[src/hw/macphy_cfg_pkg.sv]
package macphy_cfg_pkg;

	// ****************************************************************
	// Register map
	// ****************************************************************
	localparam logic [7:0]  ADDR_CAPABILITY  = 8'h02;
	localparam logic [7:0]  ADDR_RESET_CTRL  = 8'h03;
	localparam logic [7:0]  ADDR_MACPHY_CONFIGURATION_0     = 8'h04;

	localparam logic [31:0] CAPABILITY_VALUE = 32'h000006C3;
	localparam int          MIN_CHUNK_LSB    = 0;
	localparam logic [2:0]  MIN_CHUNK_EXP    = 3'h3;

	localparam int          SOFT_RESET_BIT   = 0;

	localparam int          CFG_SYNC_BIT     = 15;
	localparam logic [15:0] CFG0_RESET       = 16'h0006;
	// Plain read/write bits of configuration 0; bit 5 is a pin strap
	// that is not held here and bit 15 is write-one-to-set.
	localparam logic [15:0] CFG0_WMASK       = 16'h7FDF;

	// ****************************************************************
	// Timing
	// ****************************************************************
	localparam int CLK_PERIOD_NS  = 40;
	localparam int CS_MIN_HOLD_NS = 100;
	localparam int CS_MIN_HOLD_CYC =
		(CS_MIN_HOLD_NS + CLK_PERIOD_NS - 1) / CLK_PERIOD_NS;

	// ****************************************************************
	// Credit thresholds
	// ****************************************************************
	localparam int          CREDIT_W   = 6;
	localparam logic [5:0]  CREDITS_00 = 6'h01;
	localparam logic [5:0]  CREDITS_01 = 6'h04;
	localparam logic [5:0]  CREDITS_10 = 6'h08;
	localparam logic [5:0]  CREDITS_11 = 6'h10;

	// ****************************************************************
	// Carriers
	// ****************************************************************
	typedef struct packed {
		logic       sync;
		logic       tx_fcs_check_enable;
		logic       chip_select_rx_align_enable;
		logic       zero_offset_rx_align_enable;
		logic [1:0] tx_credit_irq_threshold;
		logic [9:0] low_bits;
	} cfg_t;

	typedef struct packed {
		logic        wr;
		logic        rd;
		logic [7:0]  addr;
		logic [31:0] wdata;
	} reg_req_t;

	typedef struct packed {
		logic        valid;
		logic [31:0] data;
	} reg_resp_t;

endpackage

[src/hw/rx_tx_policy.sv]
`timescale 1ns/10ps
module rx_tx_policy
	import macphy_cfg_pkg::*;
(
	input  wire logic                clk_sys,          // System clock.
	input  wire logic                rst,              // Internal reset.
	input  wire logic                oa_mode,          // Chunked protocol.
	input  wire cfg_t                cfg,              // Configuration 0.
	input  wire logic [CREDIT_W-1:0] tx_free_credits,  // Free credits.
	input  wire logic [3:0]          start_word_offset, // Proposed offset.
	input  wire logic                first_after_cs,   // First chunk.
	output logic                     credit_irq,       // Threshold met.
	output logic                     rx_start_allowed  // Frame may start.
);

	// ****************************************************************
	// Decoding
	// ****************************************************************
	function automatic logic [CREDIT_W-1:0] credit_need(
		input logic [1:0] code);
		unique case (code)
			2'b00: credit_need = CREDITS_00;
			2'b01: credit_need = CREDITS_01;
			2'b10: credit_need = CREDITS_10;
			2'b11: credit_need = CREDITS_11;
		endcase
	endfunction

	logic next_credit_irq;
	logic next_rx_start_allowed;
	logic offset_zero;

	always_comb begin
		offset_zero = (start_word_offset == 4'h0);
		// The generic protocol has no chunks, so none of these apply.
		next_credit_irq = oa_mode && (tx_free_credits >=
			credit_need(cfg.tx_credit_irq_threshold));
		next_rx_start_allowed = 1'b1;
		if (oa_mode) begin
			if (cfg.chip_select_rx_align_enable) begin
				next_rx_start_allowed = first_after_cs && offset_zero;
			end else if (cfg.zero_offset_rx_align_enable) begin
				next_rx_start_allowed = offset_zero;
			end
		end
	end

	always_ff @(posedge clk_sys) begin
		if (rst) begin
			credit_irq       <= 1'b0;
			rx_start_allowed <= 1'b1;
		end else begin
			credit_irq       <= next_credit_irq;
			rx_start_allowed <= next_rx_start_allowed;
		end
	end
endmodule

[src/hw/macphy_cfg_regs.sv]
`timescale 1ns/10ps
// Functional notes
// - Read-only field [2:0] reports minimum chunk exponent, reset value 3.
// - Writing one to reset bit 0 resets all state and registers; the pin synchronisers are not reset.
// - Software reset waits until chip select is deasserted.
// - Reset request bit clears itself once the reset is done.
// - Configuration-done flag feeds every receive footer sync bit.
// - Configuration-done flag sets on write of one, only reset clears.
// - After any reset: flag clear, reset-complete set, interrupt asserted.
// - Transmit FCS check enable makes last four octets get checked.
// - Chip-select alignment: frames start only in first chunk after CS.
// - Zero alignment: frames start only at payload offset zero.
// - Credit interrupt only when free credits reach the selected threshold.
// - Alignment, threshold and chunk features only in chunked protocol.
module macphy_cfg_regs
	import macphy_cfg_pkg::*;
(
	input  wire logic                clk_sys,           // System clock.
	input  wire logic                reset,             // Power-on reset.
	input  wire logic                cs_n_pin,          // Chip select pin.
	input  wire logic                oa_mode_pin,       // Protocol strap.
	input  wire reg_req_t            req,               // Register access.
	input  wire logic                reset_complete_clear, // Status clear.
	input  wire logic [CREDIT_W-1:0] tx_free_credits,   // Free credits.
	input  wire logic [3:0]          start_word_offset, // Proposed offset.
	input  wire logic                rx_chunk_first_after_cs, // First chunk.
	output reg_resp_t                resp,              // Read answer.
	output logic                     soft_reset_out,    // Device-wide reset.
	output logic                     irq_n,             // Interrupt pin.
	output logic                     reset_complete_flag, // Status flag.
	output logic                     rx_footer_sync,    // Footer sync bit.
	output logic                     tx_fcs_check_enable, // FCS checker on.
	output logic                     rx_start_allowed,  // Frame may start.
	output logic [2:0]               min_chunk_payload_exp // Capability.
);

	// ****************************************************************
	// Pin synchronisers
	// ****************************************************************
	logic cs_n_meta;
	logic cs_idle;
	logic mode_meta;
	logic oa_mode;

	// These run through reset on purpose, so the pins have settled by
	// the time reset lifts and the mode-gated outputs start correct.
	// A reset value here would force generic mode for two cycles.
	always_ff @(posedge clk_sys) begin
		cs_n_meta <= cs_n_pin;
		cs_idle   <= cs_n_meta;
		mode_meta <= oa_mode_pin;
		oa_mode   <= mode_meta;
	end

	// ****************************************************************
	// Address decode
	// ****************************************************************
	typedef enum logic [3:0] {
		SEL_NONE  = 4'b0001,
		SEL_CAP   = 4'b0010,
		SEL_RESET = 4'b0100,
		SEL_CFG0  = 4'b1000
	} reg_sel_t;

	function automatic reg_sel_t reg_select(input logic [7:0] addr);
		if (addr == ADDR_CAPABILITY) begin
			reg_select = SEL_CAP;
		end else if (addr == ADDR_RESET_CTRL) begin
			reg_select = SEL_RESET;
		end else if (addr == ADDR_MACPHY_CONFIGURATION_0) begin
			reg_select = SEL_CFG0;
		end else begin
			reg_select = SEL_NONE;
		end
	endfunction

	// ****************************************************************
	// Software reset and configuration state
	// ****************************************************************
	// The internal reset covers one cycle after the request fires, so
	// every register here except the pin synchronisers, and downstream, sees its default together.
	logic rst_int;
	logic soft_reset_pending;
	logic next_soft_reset_pending;
	logic next_soft_reset_out;
	cfg_t cfg;
	cfg_t next_cfg;
	logic next_reset_complete;
	logic credit_irq;
	logic next_irq_n;

	assign rst_int = reset | soft_reset_out;

	always_comb begin
		next_soft_reset_pending = soft_reset_pending;
		if (req.wr && reg_select(req.addr) == SEL_RESET
			&& req.wdata[SOFT_RESET_BIT]) begin
			next_soft_reset_pending = 1'b1;
		end
		// The command that set the bit is still running while chip
		// select is low; firing early would cut off its own write.
		next_soft_reset_out = soft_reset_pending && cs_idle
			&& !soft_reset_out;

		next_cfg = cfg;
		if (req.wr && reg_select(req.addr) == SEL_CFG0) begin
			next_cfg = cfg_t'((16'(cfg) & ~CFG0_WMASK)
				| (req.wdata[15:0] & CFG0_WMASK));
			next_cfg.sync = cfg.sync | req.wdata[CFG_SYNC_BIT];
		end

		// A reset in the same cycle as a clear still leaves the flag set.
		next_reset_complete = reset_complete_flag && !reset_complete_clear;
		next_irq_n = !(next_reset_complete || credit_irq);
	end

	always_ff @(posedge clk_sys) begin
		if (reset) begin
			soft_reset_out <= 1'b0;
		end else begin
			soft_reset_out <= next_soft_reset_out;
		end
	end

	always_ff @(posedge clk_sys) begin
		if (rst_int) begin
			soft_reset_pending  <= 1'b0;
			cfg                 <= cfg_t'(CFG0_RESET);
			reset_complete_flag <= 1'b1;
			irq_n               <= 1'b0;
		end else begin
			soft_reset_pending  <= next_soft_reset_pending;
			cfg                 <= next_cfg;
			reset_complete_flag <= next_reset_complete;
			irq_n               <= next_irq_n;
		end
	end

	// ****************************************************************
	// Read path and flag outputs
	// ****************************************************************
	reg_resp_t next_resp;
	logic      next_min_chunk;

	always_comb begin
		next_resp.valid = req.rd;
		next_resp.data  = 32'h00000000;
		if (req.rd) begin
			unique case (reg_select(req.addr))
				SEL_CAP:   next_resp.data = CAPABILITY_VALUE;
				SEL_RESET: next_resp.data = 32'h00000000;
				SEL_CFG0:  next_resp.data = {16'h0000, 16'(cfg)};
				SEL_NONE:  next_resp.data = 32'h00000000;
			endcase
		end
		next_min_chunk = oa_mode;
	end

	always_ff @(posedge clk_sys) begin
		if (rst_int) begin
			resp                  <= '0;
			rx_footer_sync        <= 1'b0;
			tx_fcs_check_enable   <= 1'b0;
			min_chunk_payload_exp <= MIN_CHUNK_EXP;
		end else begin
			resp                  <= next_resp;
			rx_footer_sync        <= cfg.sync;
			tx_fcs_check_enable   <= cfg.tx_fcs_check_enable;
			min_chunk_payload_exp <= next_min_chunk ?
				CAPABILITY_VALUE[MIN_CHUNK_LSB +: 3] : 3'h0;
		end
	end

	rx_tx_policy u_policy (
		.clk_sys           (clk_sys),
		.rst               (rst_int),
		.oa_mode           (oa_mode),
		.cfg               (cfg),
		.tx_free_credits   (tx_free_credits),
		.start_word_offset (start_word_offset),
		.first_after_cs    (rx_chunk_first_after_cs),
		.credit_irq        (credit_irq),
		.rx_start_allowed  (rx_start_allowed)
	);
endmodule

[config.mk]
export PLATFORM = sky130hd
export DESIGN_NAME = macphy_cfg_regs
export DESIGN_NICKNAME = d
export VERILOG_FILES = /design/src/hw/macphy_cfg_pkg.sv /design/src/hw/rx_tx_policy.sv /design/src/hw/macphy_cfg_regs.sv
export SDC_FILE = /design/constraint.sdc
export NUM_CORES = 1
export LEC_CHECK = 0
export ABC_AREA = 1
export BUFFER_PORTS_ARGS = -buffer_cell sky130_fd_sc_hd__buf_2
export CAP_MARGIN = 20
export CORE_ASPECT_RATIO = 1.4
export CORE_UTILIZATION = 46
export CTS_BUF_LIST = sky130_fd_sc_hd__clkbuf_4 sky130_fd_sc_hd__clkbuf_8
export DETAILED_ROUTE_END_ITERATION = 10
export GPL_TIMING_DRIVEN = 1
export PLACE_DENSITY = 0.86
export RECOVER_POWER = 50
export SLEW_MARGIN = 30
export SYNTH_ARGS = -nofsm -noshare
export SYNTH_HDL_FRONTEND = slang
export SYNTH_SLANG_ARGS = --single-unit
[constraint.sdc]
create_clock -name clk_sys -period 2.2 [get_ports clk_sys]
set_clock_uncertainty 0.2 [all_clocks]
set_input_delay 0.22 -clock clk_sys [delete_from_list [all_inputs] [get_ports clk_sys]]
set_output_delay 0.22 -clock clk_sys [all_outputs]
set_load 0.1 [all_outputs]
Word level (Yosys, flattened, before mapping):

Cells that the tools add are included.

* register bits after elaboration: 64
* input bits: 58
* output and inout bits: 42
* word-level logic and storage cells: 65

* bitwise gates (word level): 5
* reductions and logical operators: 17
* mux-type cells: 9
* equality and inequality tests: 12
* order comparisons: 1

Operators with widths (number)
* $pmux 32 s3: 1
* $pmux 6 s4: 1
* $eq 8x2->1 const B: 2
* $mux 4: 4
* $or 6x15->15: 1
* $eq 4x3->1 const B: 2
* $eq 4x4->1 const B: 2
* $eq 8x3->1 const B: 1
* $logic_and 1x1->1: 8
* $ge 6x6->1: 1
* $reduce_or 2->1: 3
* $eq 2x2->1 const B: 2
* $eq 4x1->1 const B: 1
* $eq 4x2->1 const B: 1
* $logic_not 4->1: 1
* $logic_not 1->1: 3
* $eq 2x1->1 const B: 1
* $logic_not 2->1: 1
* $mux 1: 2
* $mux 2: 1
* $not 1->1: 2
* $or 1x1->1: 2
* $logic_or 1x1->1: 1

Logic depth before layout (Yosys ltp):

Gate-level depths: netlist of run 1.

* depth in word-level cells: 8
* depth in mapped cells: 9
* depth with buffers taken out: 9

Modules after synthesis:

Synthesis of run 1 repeated with hierarchy kept, for this count alone.

* cell total of the unflattened synthesis: 239
* area, all modules: 1831.8 um^2

By module, submodules not included
* macphy_cfg_regs: cells an instance 203, times used 1, seq. area each 860.8 um^2, area each 1624.1 um^2
* rx_tx_policy: cells an instance 36, times used 1, seq. area each 40.0 um^2, area each 207.7 um^2

Least setup slack after synthesis of run 1:

No wires, ideal clock.

* kind: flip-flop to flip-flop
* start: reg soft_reset_out
* end: reg resp[12] in the netlist's numbering
* cell stages (with the launch flop): 5
* buffers on the path: 1
* required time: 1870 ps
* setup time: 130 ps
* period minus slack after synthesis: 1893 ps
* arrival: 1563 ps
* slack: 307 ps
* path through: dfxtp_1 -> nor2_1 -> nand2_1 -> clkbuf_1 -> nor3_1

* word-level cells in the longest chain between the ends: 2

RTL lines
* start: declaration: RTL line macphy_cfg_regs.sv:28 `output logic soft_reset_out,`
* start signal: assignment: RTL line macphy_cfg_regs.sv:121 `soft_reset_out <= next_soft_reset_out;`
* $or 1x1->1: RTL line macphy_cfg_regs.sv:92 `assign rst_int = reset | soft_reset_out;`
* $reduce_or 2->1 (no line)
* end signal: assignment: RTL line macphy_cfg_regs.sv:166 `resp <= next_resp;`
* end: declaration: RTL line macphy_cfg_regs.sv:27 `output reg_resp_t resp,`

Every way passes these cells.
A chain may end at the register's enable or synchronous reset.

Worst setup path in the final report of run 1:

* start: in req[35] in the netlist's numbering
* end: reg cfg[13] (netlist name)

* word-level cells in the longest chain between the ends: 6
* elaborated cells between the ends (all ways): 8
* those cells by class: eq/ne (4); mux (3); reduce/logical (1)

RTL lines
* start: declaration: RTL line macphy_cfg_regs.sv:22 `input wire reg_req_t req,`
* $eq 8x3->1: RTL line macphy_cfg_regs.sv:70 `end else if (addr == ADDR_MACPHY_CONFIGURATION_0) begin`
* $mux 4: RTL line macphy_cfg_regs.sv:70
* $mux 4: RTL line macphy_cfg_regs.sv:68 `end else if (addr == ADDR_RESET_CTRL) begin`
* $mux 4 *: RTL line macphy_cfg_regs.sv:66 `if (addr == ADDR_CAPABILITY) begin`
* $eq 4x4->1 *: RTL line macphy_cfg_regs.sv:106 `if (req.wr && reg_select(req.addr) == SEL_CFG0) begin`
* $logic_and 1x1->1 *: RTL line macphy_cfg_regs.sv:106

Mark *: on every way between the ends. The rest lies on a longest branch, timed or not.

==> results of run 1 <==
-- power groups by stage --
stage                     clock (W)  combinational [W]  sequential [W]
after floorplan                   0           0.000209        0.000892
after global placement            0           0.000278        0.000848
after detailed placement          0           0.000282        0.000848
after CTS                  0.000526           0.000297        0.000828
after global routing       0.000564           0.000311        0.000829
final                      0.000521           0.000295        0.000828
-- timing repair --
action	CTS	global route
setup buffers	0	0
hold endpoints to repair	8	0
endpoints found under the setup margin	0	1
hold buffers	11	0
gates resized for setup	0	1
-- per-stage QoR --
stage | instance area, um^2 | cells | hold slack [ns] | setup WS (ns)
after detailed placement | 2110 | 339 | 0.112 | 0.508
after global routing | 2290 | 357 | 0.0675 | 0.219
after floorplan | 1900 | 256 | 0.0477 | 0.307
final | 2290 | 357 | 0.0366 | 0.380
after CTS | 2310 | 358 | 0.0343 | 0.0355
after global placement | 2110 | 339 | 0.113 | 0.549
-- cell usage after synthesis (all sizes together) --
library cell	number	area [um^2]
buf	22	168
or2	1	6.26
o21ai	2	10.0
nor2	50	208
nand3	19	95.1
o22ai	1	6.26
ha	4	50.1
nand2	45	179
nand4	1	6.26
a21oi	7	35.0
nor3b	1	7.51
nor3	5	25.0
inv	31	116
dfxtp	45	901
clkbuf	3	11.3
nand3b	1	7.51
conb	1	3.75
-- layout make-up --
| type | instances | area [um^2] |
|---|---|---|
| Multi-Input combinational cell | 155 | 696 |
| Tap cell | 42 | 52.6 |
| Clock buffer | 6 | 82.6 |
| Sequential cell | 45 | 901 |
| Clock inverter | 2 | 13.8 |
| Inverter | 31 | 116 |
| Timing Repair Buffer | 76 | 432 |
| Fill cell | 321 | 1450 |
-- worst max-delay path by stage --
stage,start,end,depth (start not counted)
5_1_grt,req[35],cfg[7],7
2_1_floorplan,soft_reset_out,resp[12],4
3_5_place_dp,cfg[11],u_policy.credit_irq,8
4_1_cts,start_word_offset[0],u_policy.rx_start_allowed,7
3_3_place_gp,cfg[11],u_policy.credit_irq,8
6_report,req[35],cfg[13],7
-- worst max-delay path, stage by stage --
cell,delay [ns]
buf_2,0.10
nor2_1,0.16
nand2_1,0.08
nor2_1,0.91
nand3_1,0.18
nand2_1,0.12
nor2_1,0.04
-- logic make-up (layout without fill, tap and decap cells) --
kind of cell    after synthesis  after routing
simple gates                123            123
fa+ha+maj                     4              4
other cells                   1             18
flops                        45             45
buf+inv                      56            115
compound gates               10             10
-- per-layer routing --
metal | GRT usage (%) | wire length (um) | share of wire, %
met5 | 0 | 0 | 0
met4 | 11.3 | 139 | 3.7
met3 | 4.72 | 188 | 5.0
met2 | 34.5 | 1990 | 53
met1 | 17.5 | 1420 | 38
==> summary.txt, run 1 <==
Run status
  • Status: finished, final reports clean

Final layout
  • Area growth syn-to-layout: 24.9%
  • Max FFs per register: 17
  • Largest regs: resp x17, cfg x15
  • Most common cell after layout, fill and taps aside: buf_2
  • Ant. Diodes: 0
  • Util after Layout: 61.3%
  • Largest Register: resp
  • Layout cells sized above 1: around a quarter
  • Most frequent cells in the layout: 64 x buf_2, 47 x nor2_1, 45 x dfxtp_1, 43 x nand2_1, 29 x inv_1
  • Nets: 376

Min path
  • Hold EP: cfg[9]
  • WHS Path Cells: 5
  • Hold path startpoint: req[9]
  • Hold crit path type: input pin to flop

Power
  • Power Total: about 0.0016 W
  • Sequential share of power: about half
  • Cell Int Power: between 0.001 and 0.0015 W
  • Leak Pwr: 1.18 nW
  • PwrDens: between 700 and 800 nW/um^2
  • Sw Ratio: 30.8%
  • Max IR drop VDD: around 0.00060 V
  • Comb power frac: 18.0%
  • Switching pwr: about 0.00051 W
  • Clock power share: 31.7%

Floorplan
  • Die Wd: 55.4 um
  • # IOs: 100
  • Starting Density: 49.1%
  • Die Height: around 77 um
  • Core box area: 3740 um^2
  • Die area: ~4300 um^2
  • Row count: 26

Timing
  • Min Tclk post-route: 1.82 ns
  • Final Cycle Share: 82.7%
  • Setup_tns: 0 ns
  • Final hold vios: 0
  • Tightest Pin Transition: ~1.2 ns
  • Final setup fails: 0
  • Final max-slew violation count: 0
  • RSZ-0062 raised after global routing: no
  • Max Fclk: 0.550 GHz
  • Rel. slew slack: 18.6%

Global route
  • GRT Total Usage: 18.4%
  • Global route total overflow: 0
  • Initial antenna violation count: 0
  • First-pass GRT wire length: 6180 um
  • Vias in the first global route: 1528
  • Largest net degree at the start of global routing: 21

Detailed routing
  • Residual DRC: 0
  • First drt pass iteration count: 4
  • DR vias: about 1600
  • Total wire length: 3740 um
  • Vias per cell: ~4.6
  • Initial DRC Count: 37
  • Routed WL per cell: between 10 and 15 um
  • DRT antenna net count: 0

Logic synthesis
  • Synth Area in Simple Gates: 29.1%
  • Largest family of logic cells by synthesized area: simple AND/OR/NAND/NOR gates
  • Cell area after synthesis: 1840 um^2
  • Sequential fraction of the synthesis area: 49.1%
  • FF+latch count, synth: 45
  • YS warnings: 0
  • Portion of netlist area occupied by mux cells: 0%
  • Synth Area in XOR/XNOR: 0%
  • Post-synthesis cell type count: 24
  • Mean Syn Cell Area: 7.68 um^2
  • Post-Synth Adder-Cell Area: 2.73%
  • Synth Area in Compound Gates: 2.79%
  • Cells after synthesis: 239

Clocking
  • Clock H-tree levels: 2
  • CTS sink cnt: 45
  • CTS Root Cell: clkbuf_8
  • Clock Pin Slew Worst Setup and Hold Paths: 0.08 ns
  • Clock Latency Late Sink: 0.29 ns
  • CTS buffer count: 5
  • CTS tree: built
  • Deepest clock path buffer count: 2

Worst setup path
  • CP endpoint kind: flop
  • Reg2reg start: cfg[11]
  • FF-to-FF path depth: 8
  • Crit path DAT: roughly 1.8 ns
  • CP startpoint kind: input pin
  • RR Endpoint: u_policy.credit_irq
  • WP data required: 2.20 ns
  • Crit Path Class: input pin to flop
  • Crit path max fanout: 19
  • R2r setup slk: 0.49 ns

Placement
  • GPL Wtd Cong: just under 0.8
  • Port Buf Inserts: 65
  • Post-DP HPWL: roughly 2700 um

Flow run
  • Maxcap violations: 0
No activity file was read; power rests on OpenSTA's default activity.
==> run 2: changes to the inputs <==
--- a/config.mk
+++ b/config.mk
@@ -9,11 +9,11 @@
 export BUFFER_PORTS_ARGS = -buffer_cell sky130_fd_sc_hd__buf_2
 export CAP_MARGIN = 20
 export CORE_ASPECT_RATIO = 1.4
-export CORE_UTILIZATION = 46
+export CORE_UTILIZATION = 41
 export CTS_BUF_LIST = sky130_fd_sc_hd__clkbuf_4 sky130_fd_sc_hd__clkbuf_8
 export DETAILED_ROUTE_END_ITERATION = 10
 export GPL_TIMING_DRIVEN = 1
-export PLACE_DENSITY = 0.86
+export PLACE_DENSITY = 0.81
 export RECOVER_POWER = 50
 export SLEW_MARGIN = 30
 export SYNTH_ARGS = -nofsm -noshare
==> constraint.sdc (replaced) <==
create_clock -name clk_sys -period 1.6 [get_ports clk_sys]
set_clock_uncertainty 0.2 [all_clocks]
set_input_delay 0.16 -clock clk_sys [delete_from_list [all_inputs] [get_ports clk_sys]]
set_output_delay 0.16 -clock clk_sys [all_outputs]
set_load 0.1 [all_outputs]
==> run 2 against run 1 <==
Effect of this change:
- cell count up 11%
- sequential share of layout area down 3.6 points
- register-to-register slack worse by 0.42 ns
- critical endpoint is now u_policy.rx_start_allowed
- clock power up 36%
- wire length up 4.9%
==> summary.txt, run 2 (synthesized netlist as in run 1, its figures left out) <==
Detailed routing
  • Total wire length: 3930 um (+4.9%)
  • Initial DRC Count: 23 (-38%)
  • DR vias: 1668 (+1.8%)
  • Residual DRC: 0 (unchanged)
  • Routed WL per cell: 9.89 um (-5.7%)
  • First drt pass iteration count: 4 (unchanged)
  • Vias per cell: 4.20 (-8.5%)
  • DRT antenna net count: 0 (unchanged)

Clocking
  • Clock Latency Late Sink: 0.30 ns (about the same)
  • CTS buffer count: 5 (unchanged)
  • Clock Pin Slew Worst Setup and Hold Paths: 0.08 ns (about the same)
  • Clock H-tree levels: 2 (unchanged)
  • Deepest clock path buffer count: 2 (unchanged)
  • CTS tree: built
  • CTS Root Cell: clkbuf_8
  • Setup Buffers After CTS: 0 (unchanged)
  • CTS sink cnt: 45 (unchanged)

Final layout
  • Ant. Diodes: 0 (unchanged)
  • Util after Layout: 59.3% (-2.0 points)
  • Nets: 398 (+5.9%)
  • Largest regs: resp x17, cfg x15
  • Most frequent cells in the layout: 62 x buf_2, 45 x nor2_1, 42 x nand2_1, 42 x dfxtp_1, 29 x inv_1
  • Final Cell Area: 2530 um^2 (+10%)
  • Largest Register: resp
  • Layout cells sized above 1: 28.2% (+2.5 points)
  • Most common cell after layout, fill and taps aside: buf_2
  • Area growth syn-to-layout: 38.0%
  • Fill cell count: 390 (+21%)
  • Max FFs per register: 17 (unchanged)

Floorplan
  • # IOs: 100 (unchanged)
  • Starting Density: 42.9% (-6.1 points)
  • Die Wd: 58.6 um (+5.7%)
  • Die Height: 81.2 um (+5.8%)
  • Row count: 28 (+7.7%)
  • Die area: 4750 um^2 (+12%)
  • Core box area: 4270 um^2 (+14%)

Global route
  • Global route total overflow: 0 (unchanged)
  • Largest net degree at the start of global routing: 20 (-4.8%)
  • GRT Total Usage: 16.3% (-2.1 points)
  • Initial antenna violation count: 0 (unchanged)
  • First-pass GRT wire length: 5720 um (-7.5%)
  • Vias in the first global route: 1358 (-11%)

Worst setup path
  • Crit Path Class: input pin to flop
  • Crit path DAT: 1.59 ns (-0.23 ns)
  • FF-to-FF path depth: 8 (unchanged)
  • WP data required: 1.64 ns (-0.56 ns)
  • RR Endpoint: u_policy.credit_irq
  • CP endpoint kind: flop
  • CP startpoint kind: input pin
  • R2r setup slk: 0.07 ns (-0.42 ns)
  • Worst path bufs/invs: 3 (+2)
  • Crit path max fanout: 1 (-18)
  • Critical path, cell by cell: dlygate4sd3_1 > buf_2 > nor2_1 > dlygate4sd3_1 > nand2_1 > o21ai_1
  • CP most frequent cell: dlygate4sd3_1
  • Reg2reg start: cfg[11]
  • Crit-path slowest cell: dlygate4sd3_1
  • Largest delay share family, worst path: buffers and inverters
  • Slowest stage delay, CP: 0.54 ns (-0.37 ns)

Min path
  • WHS Path Cells: 5 (unchanged)
  • Hold EP: cfg[8]
  • Hold path startpoint: req[8]
  • Hold crit path type: input pin to flop

Timing
  • Rel. slew slack: 52.7% (+34 points)
  • Post-route setup slack: 0.0447 ns (-0.336 ns)
  • Tightest Pin Transition: 0.709 ns (-0.507 ns)
  • Final setup fails: 0 (unchanged)
  • RSZ-0062 raised after global routing: yes
  • Final hold vios: 0 (unchanged)
  • Min Tclk post-route: 1.56 ns
  • Final Cycle Share: 97.2%
  • Final max-slew violation count: 0 (unchanged)
  • Max Fclk: 0.643 GHz
  • Hold WS: 0.0000230 ns (-0.0366 ns)

Power
  • PwrDens: 905 nW/um^2 (+26%)
  • Leak Pwr: 1.27 nW (+7.7%)
  • Max IR drop VDD: 0.000446 V (-25%)

Run status
  • Status: finished, final reports clean

Placement
  • GPL Wtd Cong: 0.794 (+1.7%)
  • Post-DP HPWL: 2590 um (-4.2%)
  • Post-DP Area: 2190 um^2 (+4.0%)
  • Port Buf Inserts: 65 (unchanged)
  • Place WS: -0.0235 ns (-0.532 ns)

Flow run
  • Maxcap violations: 0 (unchanged)
-- run 2: cell types whose count changed in the layout (fill, tap and decap cells not counted), sizes merged --
cell         delta
buf             +4
clkbuf          +3
clkinv          -1
clkinvlp        +1
dlygate4sd3    +14
inv             +1
-- run 2: layout make-up --
cell class	count	area [um^2]	share of cell area, %
clock inverters	3	21.3	0.840
inverters	31	116	4.59
well taps	60	75.1	2.96
clock buffers	5	68.8	2.72
multi-input cells	155	723	28.5
flip-flops and latches	45	905	35.7
repair buffers	98	624	24.6
-- run 2: stage by stage --
step           TNS (ns)  total power (W)  std cells
6_report              0          0.00229        397
5_1_grt        -0.00717          0.00238        397
4_1_cts               0          0.00231        397
3_5_place_dp    -0.0235          0.00156        365
3_3_place_gp          0          0.00156        365
2_1_floorplan         0          0.00151        256
-- run 2: worst max path at each step --
stage / end / start / cells after the start
finish: u_policy.rx_start_allowed / start_word_offset[2] / 6
global route: u_policy.credit_irq / cfg[11] / 9
floorplan: u_policy.credit_irq / cfg[11] / 8
global placement: u_policy.credit_irq / cfg[11] / 8
CTS: u_policy.rx_start_allowed / start_word_offset[0] / 6
detailed placement: u_policy.credit_irq / cfg[11] / 8
-- run 2: timing repair --
item	4_1_cts	5_1_grt
gates resized for setup	3	5
pin swaps	1	0
hold buffers	24	1
endpoints found under the setup margin	1	2
endpoints found under the hold margin	21	1
-- run 2: routing by layer --
metal	vias up	share of wire, %	global-route usage, %	wire length (um)
li1	885	-	-	-
met1	719	41	16.2	1600
met2	59	53	31.6	2100
met3	5	4.1	3.50	162
met4	0	1.7	7.62	68
met5	-	0	0	0
-- run 2: report_power, final --
group / total [W] / leakage [nW] / switching [W] / internal (W)
Sequential: 0.00114 / 0.367 / 0.00000428 / 0.00114
Clock: 0.000708 / 0.0445 / 0.000398 / 0.000310
Combinational: 0.000446 / 0.863 / 0.000335 / 0.000111
Total: 0.00229 / 1.27 / 0.000737 / 0.00156
-- run 2: worst min-delay path, cell delays in order --
cell and delay, ns:
buf_2 0.08, inv_1 0.04, nand3_1 0.07, nand2_1 0.05
nor2_1 0.07
==> run 3: changes to the inputs <==
--- a/config.mk
+++ b/config.mk
@@ -13,7 +13,7 @@
 export CTS_BUF_LIST = sky130_fd_sc_hd__clkbuf_4 sky130_fd_sc_hd__clkbuf_8
 export DETAILED_ROUTE_END_ITERATION = 10
 export GPL_TIMING_DRIVEN = 1
-export PLACE_DENSITY = 0.81
+export PLACE_DENSITY = 0.77
 export RECOVER_POWER = 50
 export SLEW_MARGIN = 30
 export SYNTH_ARGS = -nofsm -noshare
==> run 3 against run 2 <==
Effect of this change:
- utilization rose by 1.5 points
- critical path type is now flop to flop
- power up 4.7%
- wire length decreased by 0.28%
- critical endpoint is now u_policy.credit_irq
- design area is 2.5% higher
- highest routed layer unchanged
- register-to-register slack about the same
- via count grew 2.7%
- die area is the same
==> summary.txt, run 3 (synthesized netlist as in run 1, its figures left out) <==
Run status
  • Status: finished, final reports clean

Clocking
  • Clock Pin Slew Worst Setup and Hold Paths: 0.08 ns (about the same)
  • CTS sink cnt: 45 (unchanged)
  • Clock H-tree levels: 2 (unchanged)
  • CTS buffer count: 5 (unchanged)
  • CTS tree: built
  • CTS Root Cell: clkbuf_8
  • Deepest clock path buffer count: 2 (unchanged)
  • Clock Latency Late Sink: 0.29 ns (about the same)

Timing
  • Final Cycle Share: 96.5% (-0.68 points)
  • Rel. slew slack: 63.3% (+11 points)
  • Min Tclk post-route: 1.54 ns (-0.0109 ns)
  • Max Fclk: 0.648 GHz (+0.71%)
  • Tightest Pin Transition: 0.553 ns (-0.155 ns)
  • RSZ-0062 raised after global routing: yes
  • Final hold vios: 0 (unchanged)
  • Post-route setup slack: 0.0556 ns (+0.0109 ns)
  • Final setup fails: 0 (unchanged)
  • Hold WS: 0.00736 ns (+0.00733 ns)
  • Final max-slew violation count: 0 (unchanged)

Power
  • PwrDens: 925 nW/um^2 (+2.2%)
  • Max IR drop VDD: 0.000646 V (+45%)
  • Leak Pwr: 1.30 nW (+2.1%)

Final layout
  • Max FFs per register: 17 (unchanged)
  • Largest Register: resp
  • Multi-input logic area: 739 um^2 (+2.2%)
  • Sequential Area: 905 um^2 (unchanged)
  • Most frequent cells in the layout: 45 x nor2_1, 45 x buf_2, 42 x nand2_1, 42 x dfxtp_1, 29 x inv_1
  • Largest regs: resp x17, cfg x15
  • Area growth syn-to-layout: 41.4%
  • Fill cell count: 391 (+0.26%)
  • Layout cells sized above 1: 29.3% (+1.1 points)
  • Ant. Diodes: 0 (unchanged)
  • Nets: 400 (+0.50%)

Detailed routing
  • Vias per cell: 4.30 (+2.4%)
  • First drt pass iteration count: 4 (unchanged)
  • Total wire length: 3910 um (-0.28%)
  • DR vias: 1713 (+2.7%)
  • DRT antenna net count: 0 (unchanged)
  • Initial DRC Count: 53 (+130%)
  • Routed WL per cell: 9.83 um (-0.53%)
  • Residual DRC: 0 (unchanged)

Floorplan
  • Die area: 4750 um^2 (unchanged)
  • # IOs: 100 (unchanged)
  • Starting Density: 42.9% (unchanged)
  • Row count: 28 (unchanged)
  • Core box area: 4270 um^2 (unchanged)
  • Die Wd: 58.6 um (unchanged)
  • Die Height: 81.2 um (unchanged)

Worst setup path
  • CP startpoint kind: flop
  • CP endpoint kind: flop
  • WP data required: 1.64 ns (about the same)
  • Crit path max fanout: 2 (+1)
  • Crit path DAT: 1.58 ns (about the same)
  • Crit Path Class: flop to flop

Min path
  • Hold crit path type: input pin to flop

Placement
  • Post-DP HPWL: 2580 um (-0.21%)
  • GPL Wtd Cong: 0.770 (-3.1%)
  • Port Buf Inserts: 65 (unchanged)
  • Place WS: -0.0276 ns (-0.00406 ns)

Flow run
  • Maxcap violations: 0 (unchanged)

Global route
  • Vias in the first global route: 1554 (+14%)
  • Global route total overflow: 0 (unchanged)
  • GRT Total Usage: 17.3% (+1.0 points)
  • Largest net degree at the start of global routing: 20 (unchanged)
  • Initial antenna violation count: 0 (unchanged)
  • First-pass GRT wire length: 6160 um (+7.7%)
==> run 3: cell count changes in the layout (fill, tap and decap cells not counted), moves of 2 or more <==
cell	before	now
buf_2	62	45
buf_4	7	9
clkbuf_1	3	0
clkbuf_2	2	20
dlygate4sd3_1	24	22
nor2_2	4	2
nor2_4	1	4
==> run 3: area by class of cell <==
cell class	count	share of cell area, %
tap	60	2.89
clock inverter	2	1.35
inverter	31	4.48
multi-input combinational	156	28.5
clock buffer	5	2.65
sequential	45	34.8
timing repair buffer	99	25.3
==> run 3: per-layer routing <==
| metal | global-route usage [%] | wire (um) | vias to the layer above | share of wire, % |
|---|---|---|---|---|
| li1 | - | - | 885 | - |
| met1 | 16.5 | 1490 | 733 | 38 |
| met2 | 33.6 | 2040 | 84 | 52 |
| met3 | 4.14 | 260 | 11 | 6.6 |
| met4 | 9.05 | 116 | 0 | 3.0 |
| met5 | 0 | 0 | - | 0 |
==> run 3: report_power, final <==
part           internal (W)  switching [W]
Sequential          0.00113     0.00000453
Clock              0.000454       0.000361
Combinational      0.000110       0.000337
Total               0.00170       0.000702
==> run 3: critical path: stages (launching register included) <==
cell and delay, ns:
dfxtp_2 0.33, inv_1 0.05, or2_4 0.24, ha_4 0.27, nand2_2 0.05, nand3b_1 0.15
nand3_1 0.09, nor2_1 0.04, nor2_1 0.08
==> run 3: timing repair <==
item / in CTS / in global routing
endpoints found under the setup margin: 1 / 13
gates cloned: 0 / 1
buffers inserted: 0 / 3
pin swaps: 2 / 5
hold endpoints to repair: 20 / 0
resized for setup: 3 / 8
hold buffers: 23 / 0
==> run 3: worst paths after layout <==
path / start / end / slack [ns] / cells after the start
worst max-delay path: cfg[11] / u_policy.credit_irq / 0.06 / 8
worst min-delay path: req[6] / cfg[6] / 0.007 / 5
worst max register to register: cfg[11] / u_policy.credit_irq / 0.06 / 8
worst min register to register: mode_meta / next_min_chunk / 0.13 / 0
==> run 3: through the flow <==
step | cells | util, % | instance area (um^2) | total power (W) | TNS [ns]
after global placement | 364 | 51.4 | 2200 | 0.00156 | 0
after detailed placement | 364 | 51.4 | 2200 | 0.00156 | -0.0276
after CTS | 394 | 59.6 | 2550 | 0.00241 | 0
final | 398 | 60.7 | 2600 | 0.00240 | 0
after global routing | 398 | 60.7 | 2600 | 0.00249 | -0.0198
after floorplan | 256 | - | 1900 | 0.00151 | 0
